**config.mk**
```make
export PLATFORM = sky130hd
export DESIGN_NAME = seg_lcd_enable_ram
export DESIGN_NICKNAME = d
export VERILOG_FILES = /design/src/core/seg_lcd_pkg.sv /design/src/core/seg_lcd_enable_ram.sv
export SDC_FILE = /design/constraint.sdc
export NUM_CORES = 1
export LEC_CHECK = 0
export ABC_AREA = 1
export BUFFER_PORTS_ARGS = -buffer_cell sky130_fd_sc_hd__buf_2
export CORE_MARGIN = 2
export CORE_UTILIZATION = 45
export DETAILED_ROUTE_END_ITERATION = 10
export GPL_TIMING_DRIVEN = 0
export PLACE_DENSITY = 0.8
export SLEW_MARGIN = 20
export SYNTH_ARGS = -nofsm -noshare
export SYNTH_HDL_FRONTEND = slang
export SYNTH_SLANG_ARGS = --single-unit
```
**constraint.sdc**
```tcl
create_clock -name i_clk -period 5.1 [get_ports i_clk]
set_input_delay 0.51 -clock i_clk [delete_from_list [all_inputs] [get_ports i_clk]]
set_output_delay 0.51 -clock i_clk [all_outputs]
set_load 0.02 [all_outputs]
```
**src/core/seg_lcd_pkg.sv**
```systemverilog
// Purpose: Shared constants for the segment display enable and RAM block
// Assumes: 32-bit Avalon-MM slave, one register per aligned word
// Notes:   Register index times four gives the byte address
package seg_lcd_pkg;

  localparam int          ADDR_W        = 7;
  localparam int          DATA_W        = 32;
  localparam int          IDX_W         = 5;
  localparam int          NUM_FP        = 32;
  localparam int          NUM_BP        = 4;
  localparam int          FPEN_REGS     = 4;
  localparam int          RAM_BYTES     = 16;

  // Register indices
  localparam logic [4:0]  IDX_CTRL      = 5'h00;
  localparam logic [4:0]  IDX_FPEN_BASE = 5'h02;
  localparam logic [4:0]  IDX_FPEN_LAST = 5'h05;
  localparam logic [4:0]  IDX_RAM_BASE  = 5'h08;
  localparam logic [4:0]  IDX_RAM_LAST  = 5'h17;

  // Control register fields
  localparam int          CTRL_EN_BIT   = 7;
  localparam int          CTRL_BIAS_BIT = 2;
  localparam int          CTRL_DUTY_LSB = 0;

  // Duty select codes
  localparam logic [1:0]  DUTY_QUARTER  = 2'h0;
  localparam logic [1:0]  DUTY_STATIC   = 2'h1;
  localparam logic [1:0]  DUTY_HALF     = 2'h2;
  localparam logic [1:0]  DUTY_THIRD    = 2'h3;

  // Backplane enable masks per duty
  localparam logic [3:0]  BP_MASK_QUARTER = 4'hF;
  localparam logic [3:0]  BP_MASK_STATIC  = 4'h1;
  localparam logic [3:0]  BP_MASK_HALF    = 4'h3;
  localparam logic [3:0]  BP_MASK_THIRD   = 4'h7;

  // Reset values
  localparam logic [1:0]  DUTY_RESET    = 2'h0;
  localparam logic        BIAS_RESET    = 1'b0;
  localparam logic        EN_RESET      = 1'b0;
  localparam logic [31:0] FPEN_RESET    = 32'h0000_0000;

endpackage : seg_lcd_pkg

```
**src/core/seg_lcd_enable_ram.sv**
```systemverilog
// Purpose: Frontplane enable bank, segment RAM and mode selects
// Assumes: Avalon-MM slave with waitrequest on i_clk (25 MHz)
// Notes:   Segment RAM has no reset; contents unknown until written
//
// Design decisions made here: the placing of the registers and register access over Avalon-MM.
`timescale 1ns/1ps

module seg_lcd_enable_ram
  import seg_lcd_pkg::*;
(
  input  wire logic                  i_clk,
  input  wire logic                  i_rst_b,
  input  wire logic [ADDR_W-1:0]     i_avs_address,
  input  wire logic                  i_avs_read,
  input  wire logic                  i_avs_write,
  input  wire logic [DATA_W-1:0]     i_avs_writedata,
  input  wire logic [3:0]            i_avs_byteenable,
  output logic      [DATA_W-1:0]     o_avs_readdata,
  output logic                       o_avs_waitrequest,
  output logic                       o_waveform_run,
  output logic [1:0]                 o_duty_select,
  output logic                       o_bias_select,
  output logic [NUM_FP-1:0]          o_fp_oe,
  output logic [NUM_BP-1:0]          o_bp_oe,
  output logic [NUM_FP*NUM_BP-1:0]   o_segment_on_bit
);

  function automatic logic [3:0] bp_mask(input logic [1:0] duty);
    logic [3:0] m;
    m = BP_MASK_QUARTER;
    case (duty)
      DUTY_STATIC: m = BP_MASK_STATIC;
      DUTY_HALF:   m = BP_MASK_HALF;
      DUTY_THIRD:  m = BP_MASK_THIRD;
      default:     m = BP_MASK_QUARTER;
    endcase
    return m;
  endfunction : bp_mask

  // Refuse package sizes the decoding cannot serve
  if (NUM_FP != FPEN_REGS * 8)
  begin : g_chk_fpen
    $error("enable registers must cover every frontplane");
  end
  if (NUM_FP * NUM_BP != RAM_BYTES * 8 || RAM_BYTES != 16)
  begin : g_chk_ram
    $error("segment storage must hold one bit per segment");
  end
  if (NUM_BP != 4 || FPEN_REGS != 4)
  begin : g_chk_sel
    $error("select and mask widths are fixed at four");
  end
  if (IDX_W != ADDR_W - 2 || DATA_W < 8)
  begin : g_chk_bus
    $error("bus widths do not fit the register map");
  end

  logic                   driver_master_enable;
  logic [NUM_FP-1:0]      frontplane_output_enable;
  logic [7:0]             segment_storage [RAM_BYTES];

  wire  logic [IDX_W-1:0] idx        = i_avs_address[ADDR_W-1:2];
  wire  logic             aligned    = (i_avs_address[1:0] == 2'h0);
  wire  logic             is_ctrl    = aligned && (idx == IDX_CTRL);
  wire  logic             is_fpen    = aligned && (idx >= IDX_FPEN_BASE)
                                       && (idx <= IDX_FPEN_LAST);
  wire  logic             is_ram     = aligned && (idx >= IDX_RAM_BASE)
                                       && (idx <= IDX_RAM_LAST);
  wire  logic [1:0]       fpen_sel   = 2'(idx - IDX_FPEN_BASE);
  wire  logic [3:0]       ram_sel    = 4'(idx - IDX_RAM_BASE);
  wire  logic             bus_req    = i_avs_read || i_avs_write;
  wire  logic             wr_fire    = i_avs_write && !o_avs_waitrequest
                                       && i_avs_byteenable[0];
  wire  logic [7:0]       wr_byte    = i_avs_writedata[7:0];

  wire  logic             ctrl_wr    = wr_fire && is_ctrl;
  wire  logic             fpen_wr    = wr_fire && is_fpen;
  wire  logic             ram_wr     = wr_fire && is_ram;

  // Values after this edge, so outputs follow a write at once
  wire  logic             next_en    = ctrl_wr ? wr_byte[CTRL_EN_BIT]
                                       : driver_master_enable;
  wire  logic [1:0]       next_duty  = ctrl_wr
                                       ? wr_byte[CTRL_DUTY_LSB +: 2]
                                       : o_duty_select;
  wire  logic             next_bias  = ctrl_wr ? wr_byte[CTRL_BIAS_BIT]
                                       : o_bias_select;
  logic [NUM_FP-1:0]      next_fpen;

  always_comb
  begin
    next_fpen = frontplane_output_enable;
    if (fpen_wr)
    begin
      next_fpen[{fpen_sel, 3'h0} +: 8] = wr_byte;
    end
  end

  wire  logic [NUM_FP-1:0] next_fp_oe = next_en ? next_fpen
                                        : '0;
  wire  logic [3:0]        next_bp_oe = next_en ? bp_mask(next_duty)
                                        : 4'h0;

  wire  logic [7:0] ctrl_rd = {driver_master_enable, 4'h0, o_bias_select,
                               o_duty_select};
  wire  logic [7:0] rd_byte =
    is_ctrl ? ctrl_rd
    : is_fpen ? frontplane_output_enable[{fpen_sel, 3'h0} +: 8]
    : is_ram ? segment_storage[ram_sel]
    : 8'h00;

  // Bus answer: waitrequest drops for one cycle after a request
  always_ff @(posedge i_clk or negedge i_rst_b)
  begin
    if (!i_rst_b)
    begin
      o_avs_waitrequest <= 1'b1;
      o_avs_readdata    <= 32'h0000_0000;
    end
    else
    begin
      o_avs_waitrequest <= !(bus_req && o_avs_waitrequest);
      if (i_avs_read && o_avs_waitrequest)
      begin
        o_avs_readdata <= {24'h00_0000, rd_byte};
      end
    end
  end

  // Control and enable state
  always_ff @(posedge i_clk or negedge i_rst_b)
  begin
    if (!i_rst_b)
    begin
      driver_master_enable     <= EN_RESET;
      o_waveform_run           <= EN_RESET;
      o_duty_select            <= DUTY_RESET;
      o_bias_select            <= BIAS_RESET;
      frontplane_output_enable <= FPEN_RESET;
      o_fp_oe                  <= FPEN_RESET;
      o_bp_oe                  <= 4'h0;
    end
    else
    begin
      driver_master_enable     <= next_en;
      o_waveform_run           <= next_en;
      o_duty_select            <= next_duty;
      o_bias_select            <= next_bias;
      frontplane_output_enable <= next_fpen;
      o_fp_oe                  <= next_fp_oe;
      o_bp_oe                  <= next_bp_oe;
    end
  end

  // Segment storage: no reset, separate from control writes
  always_ff @(posedge i_clk)
  begin
    if (ram_wr)
    begin
      segment_storage[ram_sel] <= wr_byte;
    end
  end

  // Byte k: low nibble frontplane 2k, high nibble frontplane 2k+1
  genvar g;
  generate
    for (g = 0; g < RAM_BYTES; g++)
    begin : g_seg
      assign o_segment_on_bit[g*8 +: 8] = segment_storage[g];
    end
  endgenerate
endmodule : seg_lcd_enable_ram

```
==> PnR_summary.wiki, run 1 <==
{| class="wikitable"
! Metric !! Value
|-
| Htree depth || 1
|-
| Mean routed wirelength per cell || 19.7 um
|-
| Worst-case clock buffer depth || 3
|-
| Routed wire length || 28700 um
|-
| Die H || 146 um
|-
| Final core utilization || 0.570
|-
| Synthesized area per cell || 9.72 sq um
|-
| Fraction of layout cells with a size suffix above 1 || 0.239
|-
| Post-route DRC || 0
|-
| Highest attainable clock frequency || 320 MHz
|-
| Count of hold buffers inserted by post-cts repair || 1
|-
| Prevailing post-synth register cell || sky130_fd_sc_hd__edfxtp_1
|-
| Synth Register Bits || 208
|-
| Slew at the pin closest to its max-slew limit || 0.998 ns
|-
| Status || complete, no violations
|-
| Worst hold slack || 0.188 ns
|-
| Inst Count DP || 1417
|-
| Initial core utilization || 0.462
|-
| Clk pin slew, worst setup/hold paths || 0.06 ns
|-
| Period utilization || 0.613
|-
| Number of buffers inserted by post-CTS setup repair || 0
|-
| Max-cap violations || 0
|-
| Final HPWL from detailed placement || 20800 um
|-
| Unrepaired setup endpoints after global routing || false
|-
| Warnings, synthesis || 0
|-
| Number of failing setup endpoints in the final timing report || 0
|-
| Count of flip-flops with a built-in enable after synthesis || 128
|-
| Final max-slew violation count || 0
|-
| Most common cell after layout, fill and taps aside || sky130_fd_sc_hd__nand2_1
|-
| Vias per cell || 5.39
|-
| Crit path required time || 5.23 ns
|-
| Later-pin clock latency in the skew report || 0.51 ns
|-
| Worst-case clock skew || 0.00860 ns
|-
| Floorplan core area || 19600 sq um
|-
| Total via count after detailed routing || 7840
|-
| Class of the most critical setup path || input port to flop
|-
| Maximum fanout along the worst path || 12
|-
| RD Place Congestion || 0.950
|-
| CTS sink cnt || 208
|-
| Number of CTS-inserted buffers || 21
|-
| Commonest cells after routing, fill and taps aside || sky130_fd_sc_hd__nand2_1, sky130_fd_sc_hd__buf_2, sky130_fd_sc_hd__edfxtp_1, sky130_fd_sc_hd__nand3_1, sky130_fd_sc_hd__dfrtp_1
|-
| Wire length of the first global-routing pass || 42700 um
|-
| IR drop worst, VDD || 0.207 mV
|-
| Overall routing resource usage || 0.262
|-
| Crit path setup slack, layout || 1.98 ns
|-
| Synthesized instance count || 932
|-
| Number of fill cells in the layout || 1720
|-
| DRT iter0 DRCs || 835
|-
| PwrDens || 321 nW/um^2
|-
| Number of nets with antenna violations after routing || 0
|-
| Via count of the first global-routing pass || 7256
|-
| Number of cell rows || 51
|-
| Static power due to leakage || 5.29 nW
|-
| Area growth from synthesis to layout || 23.2%
|-
| Pin count of the biggest net entering global routing || 56
|-
| FF-to-FF Start || o_avs_waitrequest$_DFF_PN1_
|-
| CP startpoint kind || input port
|-
| Global route total overflow || 0
|-
| CTS tree || yes
|-
| Cell count of the worst hold path || 2
|-
| Synthesized cell area || 9060 sq um
|-
| Quantity of I/O buffers inserted on ports || 196
|-
| Type of the tightest min-delay check || input port to flop
|-
| Data arrival time at the worst-slack endpoint || 3.25 ns
|-
| Sequential cell area fraction in the yosys report || 0.645
|-
| Synth unique cells || 24
|-
| Register area || 5850 sq um
|-
| Depth of the most critical reg-to-reg path || 5
|-
| Setup slack at placement || 1.55 ns
|-
| Non-filler instance count after layout || 1454
|-
| Initial antenna violation count || 2
|-
| Area of the multi-input gates || 2760 sq um
|-
| Rel. slew slack || 0.332
|-
| Reg2Reg Capture Point || segment_storage[5][6]$_DFFE_PP_
|-
| Hold Path Sink || o_avs_waitrequest$_DFF_PN1_
|-
| Beginning of the worst hold path || i_avs_write
|-
| Accumulated negative setup slack || 0 ns
|-
| Fin nets || 1230
|-
| Die area || 21300 sq um
|-
| Overall die width || 146 um
|-
| Number of gates resized after CTS || 0
|-
| Worst setup EP type || flop
|-
| Buffer type at the clock tree root || sky130_fd_sc_hd__clkbuf_16
|-
| Proportion of register bits with asynchronous set or reset after synthesis || 0.385
|-
| Hold violation total from the final report || 0
|-
| Final critical-path required period || 3.12 ns
|-
| Drt pass-1 iters || 5
|-
| Worst-case register-to-register setup slack || 2.86 ns
|-
| Number of I/O pins || 248
|}
per-layer routing:
layer	part of all wire	up-vias	global-route usage	wire length, um
met5	0.00045	-	0	13
met2	0.45	568	0.394	12800
met4	0.043	2	0.106	1220
met1	0.39	3668	0.378	11300
met3	0.12	78	0.0486	3380
li1	-	3524	-	-
worst max-delay path by stage:
stage,start,to,slack (ns)
2_1_floorplan,i_avs_address[2],o_bp_oe[2]$_DFF_PN0_,2.56
3_3_place_gp,i_avs_address[2],segment_storage[2][1]$_DFFE_PP_,1.56
3_5_place_dp,i_avs_address[2],segment_storage[2][1]$_DFFE_PP_,1.55
4_1_cts,i_avs_address[2],segment_storage[2][5]$_DFFE_PP_,2.06
5_1_grt,i_avs_address[2],o_bp_oe[2]$_DFF_PN0_,1.83
6_report,i_avs_address[2],segment_storage[2][1]$_DFFE_PP_,1.98
Yosys cell counts (2+ instances only):
master                     instances  area, sq um
sky130_fd_sc_hd__buf_6             3         33.8
sky130_fd_sc_hd__dfrtp_1          79         1980
sky130_fd_sc_hd__nor2_1           55          206
sky130_fd_sc_hd__nand2_1         349         1310
sky130_fd_sc_hd__inv_1            41          154
sky130_fd_sc_hd__o22ai_1           8         50.1
sky130_fd_sc_hd__edfxtp_1        128         3840
sky130_fd_sc_hd__ha_1              7         87.6
sky130_fd_sc_hd__nand3_1          98          490
sky130_fd_sc_hd__buf_1             5         18.8
sky130_fd_sc_hd__nor2_2            4         25.0
sky130_fd_sc_hd__buf_4            27          203
sky130_fd_sc_hd__o21ai_0          24          120
sky130_fd_sc_hd__inv_2             4         15.0
sky130_fd_sc_hd__buf_2            15         75.1
sky130_fd_sc_hd__a21oi_1          54          270
sky130_fd_sc_hd__clkbuf_1         13         48.8
sky130_fd_sc_hd__nor3_1            9         45.0
sky130_fd_sc_hd__nor2_4            2         22.5
sky130_fd_sc_hd__nand4_1           3         18.8
registers in the layout, summed over array words and instances (netlist names):
register / cells
frontplane_output_enable: 32
o_avs_readdata: 8
o_avs_waitrequest: 1
o_bias_select: 1
o_bp_oe: 4
o_duty_select: 2
o_fp_oe: 32
segment_storage: 128
per-stage QoR:
stage	cell area, sq um	total power [mW]
3_3_place_gp	10500	2.12
6_report	11200	3.58
3_5_place_dp	10500	2.13
4_1_cts	11200	3.59
5_1_grt	11200	3.69
2_1_floorplan	9150	2.01
worst max-delay path, cell delays in order:
cell	delay (ns)
sky130_fd_sc_hd__buf_2	0.13
sky130_fd_sc_hd__inv_2	0.19
sky130_fd_sc_hd__buf_2	0.32
sky130_fd_sc_hd__buf_1	0.48
sky130_fd_sc_hd__ha_1	0.29
sky130_fd_sc_hd__clkbuf_1	0.36
sky130_fd_sc_hd__nand2_1	0.25
sky130_fd_sc_hd__nor2_1	0.72
logic make-up after synthesis:
kind of cell,after synthesis,synth area share
AOI/OAI and AO/OA,87,0.0496
adders and majority gates,7,0.00967
buffers and inverters,108,0.0605
DFF,208,0.645
other,1,0.000414
and+or+nand+nor,521,0.234
layout make-up:
class                      instances  share of cell area
multi-input combinational        639               0.247
sequential                       208               0.524
inverter                          45              0.0151
timing repair buffer             198              0.0915
buffer                            63              0.0340
clock inverter                     6             0.00505
tap                              265              0.0297
antenna                            1            0.000224
clock buffer                      29              0.0534
where the power goes:
part / switching [mW] / leakage (nW) / total [mW] / internal (mW)
Clock: 0.619 / 0.322 / 1.48 / 0.862
Sequential: 0.00845 / 2.25 / 1.81 / 1.80
Combinational: 0.211 / 2.71 / 0.289 / 0.0772
No activity file was read; power rests on OpenSTA's default activity.
==> inputs of run 2 (changes only) <==
Settings changed: PLACE_DENSITY 0.8 to 0.83.
Clock period 5.1 ns to 2.79 ns, I/O delays scaled along.
==> run 2 against run 1 <==
Compared with the run above: non-clock buffer count unchanged; clock power up 80%; global-route usage grew 0.15 points; via count increased by 0.46%; cell count rose by 0.21%; first-iteration DRC count is 25% higher; combinational power is 84% higher; final area is essentially flat; clock skew increased by 0.0050 ns; wire length barely moved; power is 82% higher; critical endpoint is now segment_storage[10][3]$_DFFE_PP_; largest cell class unchanged.
==> PnR_summary.wiki, run 2 (synthesis results as in run 1) <==
{| class="wikitable"
! Metric !! Value
|-
| Status || complete, no violations
|-
| Final max-slew violation count || 0
|-
| Most common cell after layout, fill and taps aside || sky130_fd_sc_hd__nand2_1
|-
| Drt pass-1 iters || 7
|-
| Die H || 146 um
|-
| Type of the tightest min-delay check || input port to async pin
|-
| Number of failing setup endpoints in the final timing report || 0
|-
| PwrDens || 583 nW/um^2
|-
| Class of the most critical setup path || input port to flop
|-
| Global route total overflow || 0
|-
| Uppermost metal layer occupied by signal nets || met5
|-
| Number of nets with antenna violations after routing || 0
|-
| Post-route DRC || 0
|-
| Fin area || 11200 sq um
|-
| DRT iter0 DRCs || 1044
|-
| Setup slack at placement || -0.484 ns
|-
| Maximum fanout along the worst path || 21
|-
| Mean routed wirelength per cell || 19.7 um
|-
| Fin nets || 1230
|-
| Final HPWL from detailed placement || 20800 um
|-
| Length of routed wiring on met1 || 11200 um
|-
| Vias per cell || 5.41
|-
| Number of I/O pins || 248
|-
| Data arrival time at the worst-slack endpoint || 2.65 ns
|-
| Clk pin slew, worst setup/hold paths || 0.07 ns
|-
| Crit path setup slack, layout || 0.269 ns
|-
| Tot Pwr || 6.51 mW
|-
| CTS tree || yes
|-
| Worst setup EP type || flop
|-
| Number of flip-flops in the largest register || 128
|-
| Depth of the most critical reg-to-reg path || 5
|-
| Final critical-path required period || 2.52 ns
|-
| Wire length of the first global-routing pass || 42900 um
|-
| CTS sink cnt || 208
|-
| Worst-case clock buffer depth || 3
|-
| WL met2 || 13100 um
|-
| Buffer type at the clock tree root || sky130_fd_sc_hd__clkbuf_16
|-
| Max-cap violations || 0
|-
| Initial core utilization || 0.462
|-
| Hold violation total from the final report || 0
|-
| Static power due to leakage || 5.28 nW
|-
| Die area || 21300 sq um
|-
| Number of buffers inserted by post-CTS setup repair || 0
|-
| Pin count of the biggest net entering global routing || 61
|-
| Detailed-routed wire length on met3 || 3310 um
|-
| Commonest cells after routing, fill and taps aside || sky130_fd_sc_hd__nand2_1, sky130_fd_sc_hd__buf_2, sky130_fd_sc_hd__edfxtp_1, sky130_fd_sc_hd__nand3_1, sky130_fd_sc_hd__dfrtp_1
|-
| RD Place Congestion || 0.974
|-
| Area growth from synthesis to layout || 23.1%
|-
| Period utilization || 0.903
|-
| Overall die width || 146 um
|-
| Total via count after detailed routing || 7876
|-
| CP startpoint kind || input port
|-
| Initial antenna violation count || 2
|-
| Floorplan core area || 19600 sq um
|-
| Worst-case clock skew || 0.0136 ns
|-
| Register area || 5850 sq um
|-
| IR drop worst, VDD || 0.371 mV
|-
| Placed Area || 10500 sq um
|-
| Via count of the first global-routing pass || 7446
|-
| Overall routing resource usage || 0.264
|-
| Number of fill cells in the layout || 1663
|-
| Largest Register || segment_storage
|-
| Quantity of I/O buffers inserted on ports || 196
|-
| Biggest registers after layout || segment_storage (128), frontplane_output_enable (32), o_fp_oe (32)
|-
| Unrepaired setup endpoints after global routing || false
|-
| Crit path required time || 2.92 ns
|-
| Routed wire length || 28700 um
|-
| Fraction of layout cells with a size suffix above 1 || 0.239
|-
| Htree depth || 1
|-
| Rel. slew slack || 0.394
|-
| Slew at the pin closest to its max-slew limit || 0.905 ns
|-
| Highest attainable clock frequency || 397 MHz
|-
| Number of CTS-inserted buffers || 21
|-
| Area of the multi-input gates || 2760 sq um
|-
| Later-pin clock latency in the skew report || 0.51 ns
|-
| FF-to-FF Start || o_avs_waitrequest$_DFF_PN1_
|-
| Critical path origin || i_avs_address[2]
|-
| Number of cell rows || 51
|}
## run 2: changes by cell type in the layout (fill, tap and decap cells not counted)
cell	previous run	this run
sky130_fd_sc_hd__clkinv_1	2	8
sky130_fd_sc_hd__clkbuf_8	4	0
sky130_fd_sc_hd__buf_1	5	3
sky130_fd_sc_hd__clkbuf_1	17	15
sky130_fd_sc_hd__clkinv_2	2	4
sky130_fd_sc_hd__dlygate4sd3_1	1	3
sky130_fd_sc_hd__nor2_1	55	53
sky130_fd_sc_hd__nor2_2	4	6
sky130_fd_sc_hd__inv_8	0	1
## run 2: repair_timing
item,CTS,global route
endpoints found under the setup margin,6,28
hold buffers,3,0
endpoints found under the hold margin,21,0
resized for setup,1,1
## run 2: final cells by class
cell class,instances,share of cell area
flip-flops and latches,208,0.524
multi-input cells,639,0.248
plain buffers,61,0.0333
clock buffers,23,0.0478
inverters,45,0.0151
clock inverters,15,0.00897
repair buffers,200,0.0933
diodes,1,0.000224
well taps,265,0.0297
## run 2: final timing paths
path / slack [ns] / end
max in group asynchronous: 1.99 / o_avs_waitrequest$_DFF_PN1_
worst min register to register: 0.49 / o_avs_readdata[5]$_DFFE_PN0P_
min in group i_clk: 0.22 / o_avs_readdata[1]$_DFFE_PN0P_
worst max register to register: 0.54 / segment_storage[4][2]$_DFFE_PP_
worst min-delay path: 0.20 / frontplane_output_enable[26]$_DFF_PN0_
worst max-delay path: 0.27 / segment_storage[10][3]$_DFFE_PP_
## run 2: power breakdown
group | internal [mW] | total (mW) | switching, mW
registers | 3.30 | 3.31 | 0.0149
logic | 0.144 | 0.531 | 0.388
clock network | 1.48 | 2.66 | 1.19
total | 4.92 | 6.51 | 1.59
## run 2: routing by layer
| metal | track usage | up-vias |
|---|---|---|
| met3 | 0.0533 | 77 |
| li1 | - | 3542 |
| met2 | 0.409 | 556 |
| met4 | 0.0956 | 2 |
| met1 | 0.371 | 3699 |
| met5 | 0 | - |
## run 2: critical path: stages
cell and delay (ns):
sky130_fd_sc_hd__buf_2 0.13, sky130_fd_sc_hd__inv_2 0.17, sky130_fd_sc_hd__buf_2 0.46, sky130_fd_sc_hd__ha_1 0.28
sky130_fd_sc_hd__clkbuf_1 0.38, sky130_fd_sc_hd__nand2_1 0.26, sky130_fd_sc_hd__nor2_1 0.68
## run 2: per-stage QoR
step | hold WS [ns] | util | TNS, ns | cells
after floorplan | -0.0166 | - | 0 | 955
after global placement | 0.450 | 0.534 | -16.97 | 1416
after detailed placement | 0.184 | 0.536 | -19.45 | 1417
after CTS | 0.198 | 0.570 | 0 | 1458
after global routing | 0.239 | 0.570 | 0 | 1457
final | 0.195 | 0.570 | 0 | 1457
==> inputs of run 3 (changes only) <==
Settings changed: GPL_TIMING_DRIVEN 0 to default.
==> run 3 against run 2 <==
Compared with the run above: hold slack worse by 0.10 ns; clock skew down 0.0058 ns; sequential power about the same; first-iteration DRC count down 8.7%; sequential share of layout area up 0.87 points; critical path depth up 2; die area unchanged; wire length down 4.5%.
==> PnR_summary.wiki, run 3 (synthesis results as in run 1) <==
{| class="wikitable"
! Metric !! Value
|-
| Buffer type at the clock tree root || sky130_fd_sc_hd__clkbuf_16
|-
| Data arrival time at the worst-slack endpoint || 2.24 ns
|-
| Overall die width || 146 um
|-
| Die H || 146 um
|-
| Pin count of the biggest net entering global routing || 82
|-
| Number of I/O pins || 248
|-
| Critical-path cell with the highest stage delay || sky130_fd_sc_hd__dlygate4sd3_1
|-
| Worst-case clock buffer depth || 3
|-
| Status || complete, no violations
|-
| Drt pass-1 iters || 8
|-
| CTS sink cnt || 208
|-
| Worst-case clock skew || 0.00785 ns
|-
| Fin area || 11000 sq um
|-
| Peak per-stage delay on the critical path || 0.53 ns
|-
| Fraction of layout cells with a size suffix above 1 || 0.228
|-
| Commonest cells after routing, fill and taps aside || sky130_fd_sc_hd__nand2_1, sky130_fd_sc_hd__buf_2, sky130_fd_sc_hd__edfxtp_1, sky130_fd_sc_hd__nand3_1, sky130_fd_sc_hd__dfrtp_1
|-
| Number of nets with antenna violations after routing || 0
|-
| PwrDens || 584 nW/um^2
|-
| Largest Register || segment_storage
|-
| CP startpoint kind || input port
|-
| Final HPWL from detailed placement || 19100 um
|-
| Number of failing setup endpoints in the final timing report || 0
|-
| Routed wire length || 27400 um
|-
| Final critical-path required period || 2.04 ns
|-
| Maximum fanout along the worst path || 6
|-
| Hold violation total from the final report || 0
|-
| Die area || 21300 sq um
|-
| Wire length of the first global-routing pass || 40900 um
|-
| Number of flip-flops in the largest register || 128
|-
| Most common cell after layout, fill and taps aside || sky130_fd_sc_hd__nand2_1
|-
| DRT iter0 DRCs || 953
|-
| Crit path setup slack, layout || 0.748 ns
|-
| Period utilization || 0.732
|-
| Number of CTS-inserted buffers || 20
|-
| Via count of the first global-routing pass || 7276
|-
| Quantity of I/O buffers inserted on ports || 196
|-
| Final max-slew violation count || 0
|-
| Global route total overflow || 0
|-
| Type of the tightest min-delay check || input port to flop
|-
| Biggest registers after layout || segment_storage (128), frontplane_output_enable (32), o_fp_oe (32)
|-
| Rel. slew slack || 0.435
|-
| Vias per cell || 5.39
|-
| Unrepaired setup endpoints after global routing || false
|-
| Worst setup EP type || flop
|-
| RD Place Congestion || 0.994
|-
| Max-cap violations || 0
|-
| Post-route DRC || 0
|-
| Mean routed wirelength per cell || 19.3 um
|-
| Total via count after detailed routing || 7654
|-
| Setup slack at placement || 0.458 ns
|-
| Initial core utilization || 0.462
|-
| Number of cell rows || 51
|-
| Placed Area || 10300 sq um
|-
| Class of the most critical setup path || input port to flop
|-
| Floorplan core area || 19600 sq um
|-
| Overall routing resource usage || 0.249
|-
| IR drop worst, VDD || 0.361 mV
|-
| Number of buffers inserted by post-CTS setup repair || 0
|-
| Number of fill cells in the layout || 1677
|-
| Static power due to leakage || 5.18 nW
|-
| Crit path required time || 2.99 ns
|-
| Slew at the pin closest to its max-slew limit || 0.848 ns
|-
| Worst-path cell chain || dlygate4sd3_1 -> buf_2 -> nand2_1 -> nor2_1 -> inv_1 -> nor2_2 -> nand2_1 -> nor2_1 -> buf_4
|-
| Initial antenna violation count || 0
|-
| Accumulated negative setup slack || 0 ns
|-
| Highest attainable clock frequency || 490 MHz
|-
| Clk pin slew, worst setup/hold paths || 0.06 ns
|-
| Later-pin clock latency in the skew report || 0.49 ns
|-
| Area growth from synthesis to layout || 21.1%
|-
| Worst hold slack || 0.0921 ns
|-
| Htree depth || 1
|-
| CTS tree || yes
|-
| Final antenna diode count || 0
|-
| Fin nets || 1197
|}
## run 3: changes by cell type in the layout (fill, tap and decap cells not counted), sizes merged
cell / previous run / this run
diode: 1 / 0
buf: 245 / 226
inv: 47 / 45
clkinv: 12 / 7
clkbuf: 36 / 27
## run 3: per-stage QoR
step	util	instances	power [mW]
final	0.560	1421	6.41
after global routing	0.560	1421	6.61
after CTS	0.560	1421	6.42
after detailed placement	0.527	1383	3.84
after global placement	0.527	1383	3.83
after floorplan	-	955	3.68
## run 3: worst max-delay path, delay by kind of cell
kind                   cells  cell delay [ns]
buffers and inverters      4             1.04
and+or+nand+nor            5             0.92
## run 3: cell type report
| class | instances | area (sq um) | share of cell area |
|---|---|---|---|
| Multi-Input combinational cell | 639 | 2750 | 0.251 |
| Tap cell | 265 | 332 | 0.0302 |
| Clock buffer | 27 | 558 | 0.0508 |
| Sequential cell | 208 | 5850 | 0.533 |
| Clock inverter | 8 | 62.6 | 0.00570 |
| Inverter | 45 | 169 | 0.0154 |
| Timing Repair Buffer | 229 | 1250 | 0.114 |
## run 3: power breakdown
| part | leakage [nW] | switching, mW | internal, mW |
|---|---|---|---|
| Sequential | 2.25 | 0.0161 | 3.30 |
| Clock | 0.302 | 1.12 | 1.49 |
| Combinational | 2.63 | 0.366 | 0.114 |
## run 3: timing repair
item                                   in CTS  in global routing
gates resized for setup                     0                  0
endpoints found under the hold margin      80                  0
hold buffers                                3                  0
## run 3: layer usage
layer	track usage	part of all wire	wire (um)
met1	0.336	0.39	10700
met5	0	0	0
met4	0.110	0.044	1200
met3	0.0599	0.11	3060
met2	0.385	0.45	12400
## run 3: final timing paths
path	slack, ns	to	from	depth (start not counted)
worst max-delay path	0.75	segment_storage[2][0]$_DFFE_PP_	i_avs_write	9
worst min-delay path	0.09	segment_storage[13][2]$_DFFE_PP_	i_avs_writedata[2]	1
worst max register to register	0.80	segment_storage[2][0]$_DFFE_PP_	o_avs_waitrequest$_DFF_PN1_	6
worst min register to register	0.49	o_avs_readdata[2]$_DFFE_PN0P_	o_avs_readdata[2]$_DFFE_PN0P_	2
max in group asynchronous	1.93	frontplane_output_enable[18]$_DFF_PN0_	i_rst_b	2
min in group asynchronous	0.39	o_fp_oe[27]$_DFF_PN0_	i_rst_b	2
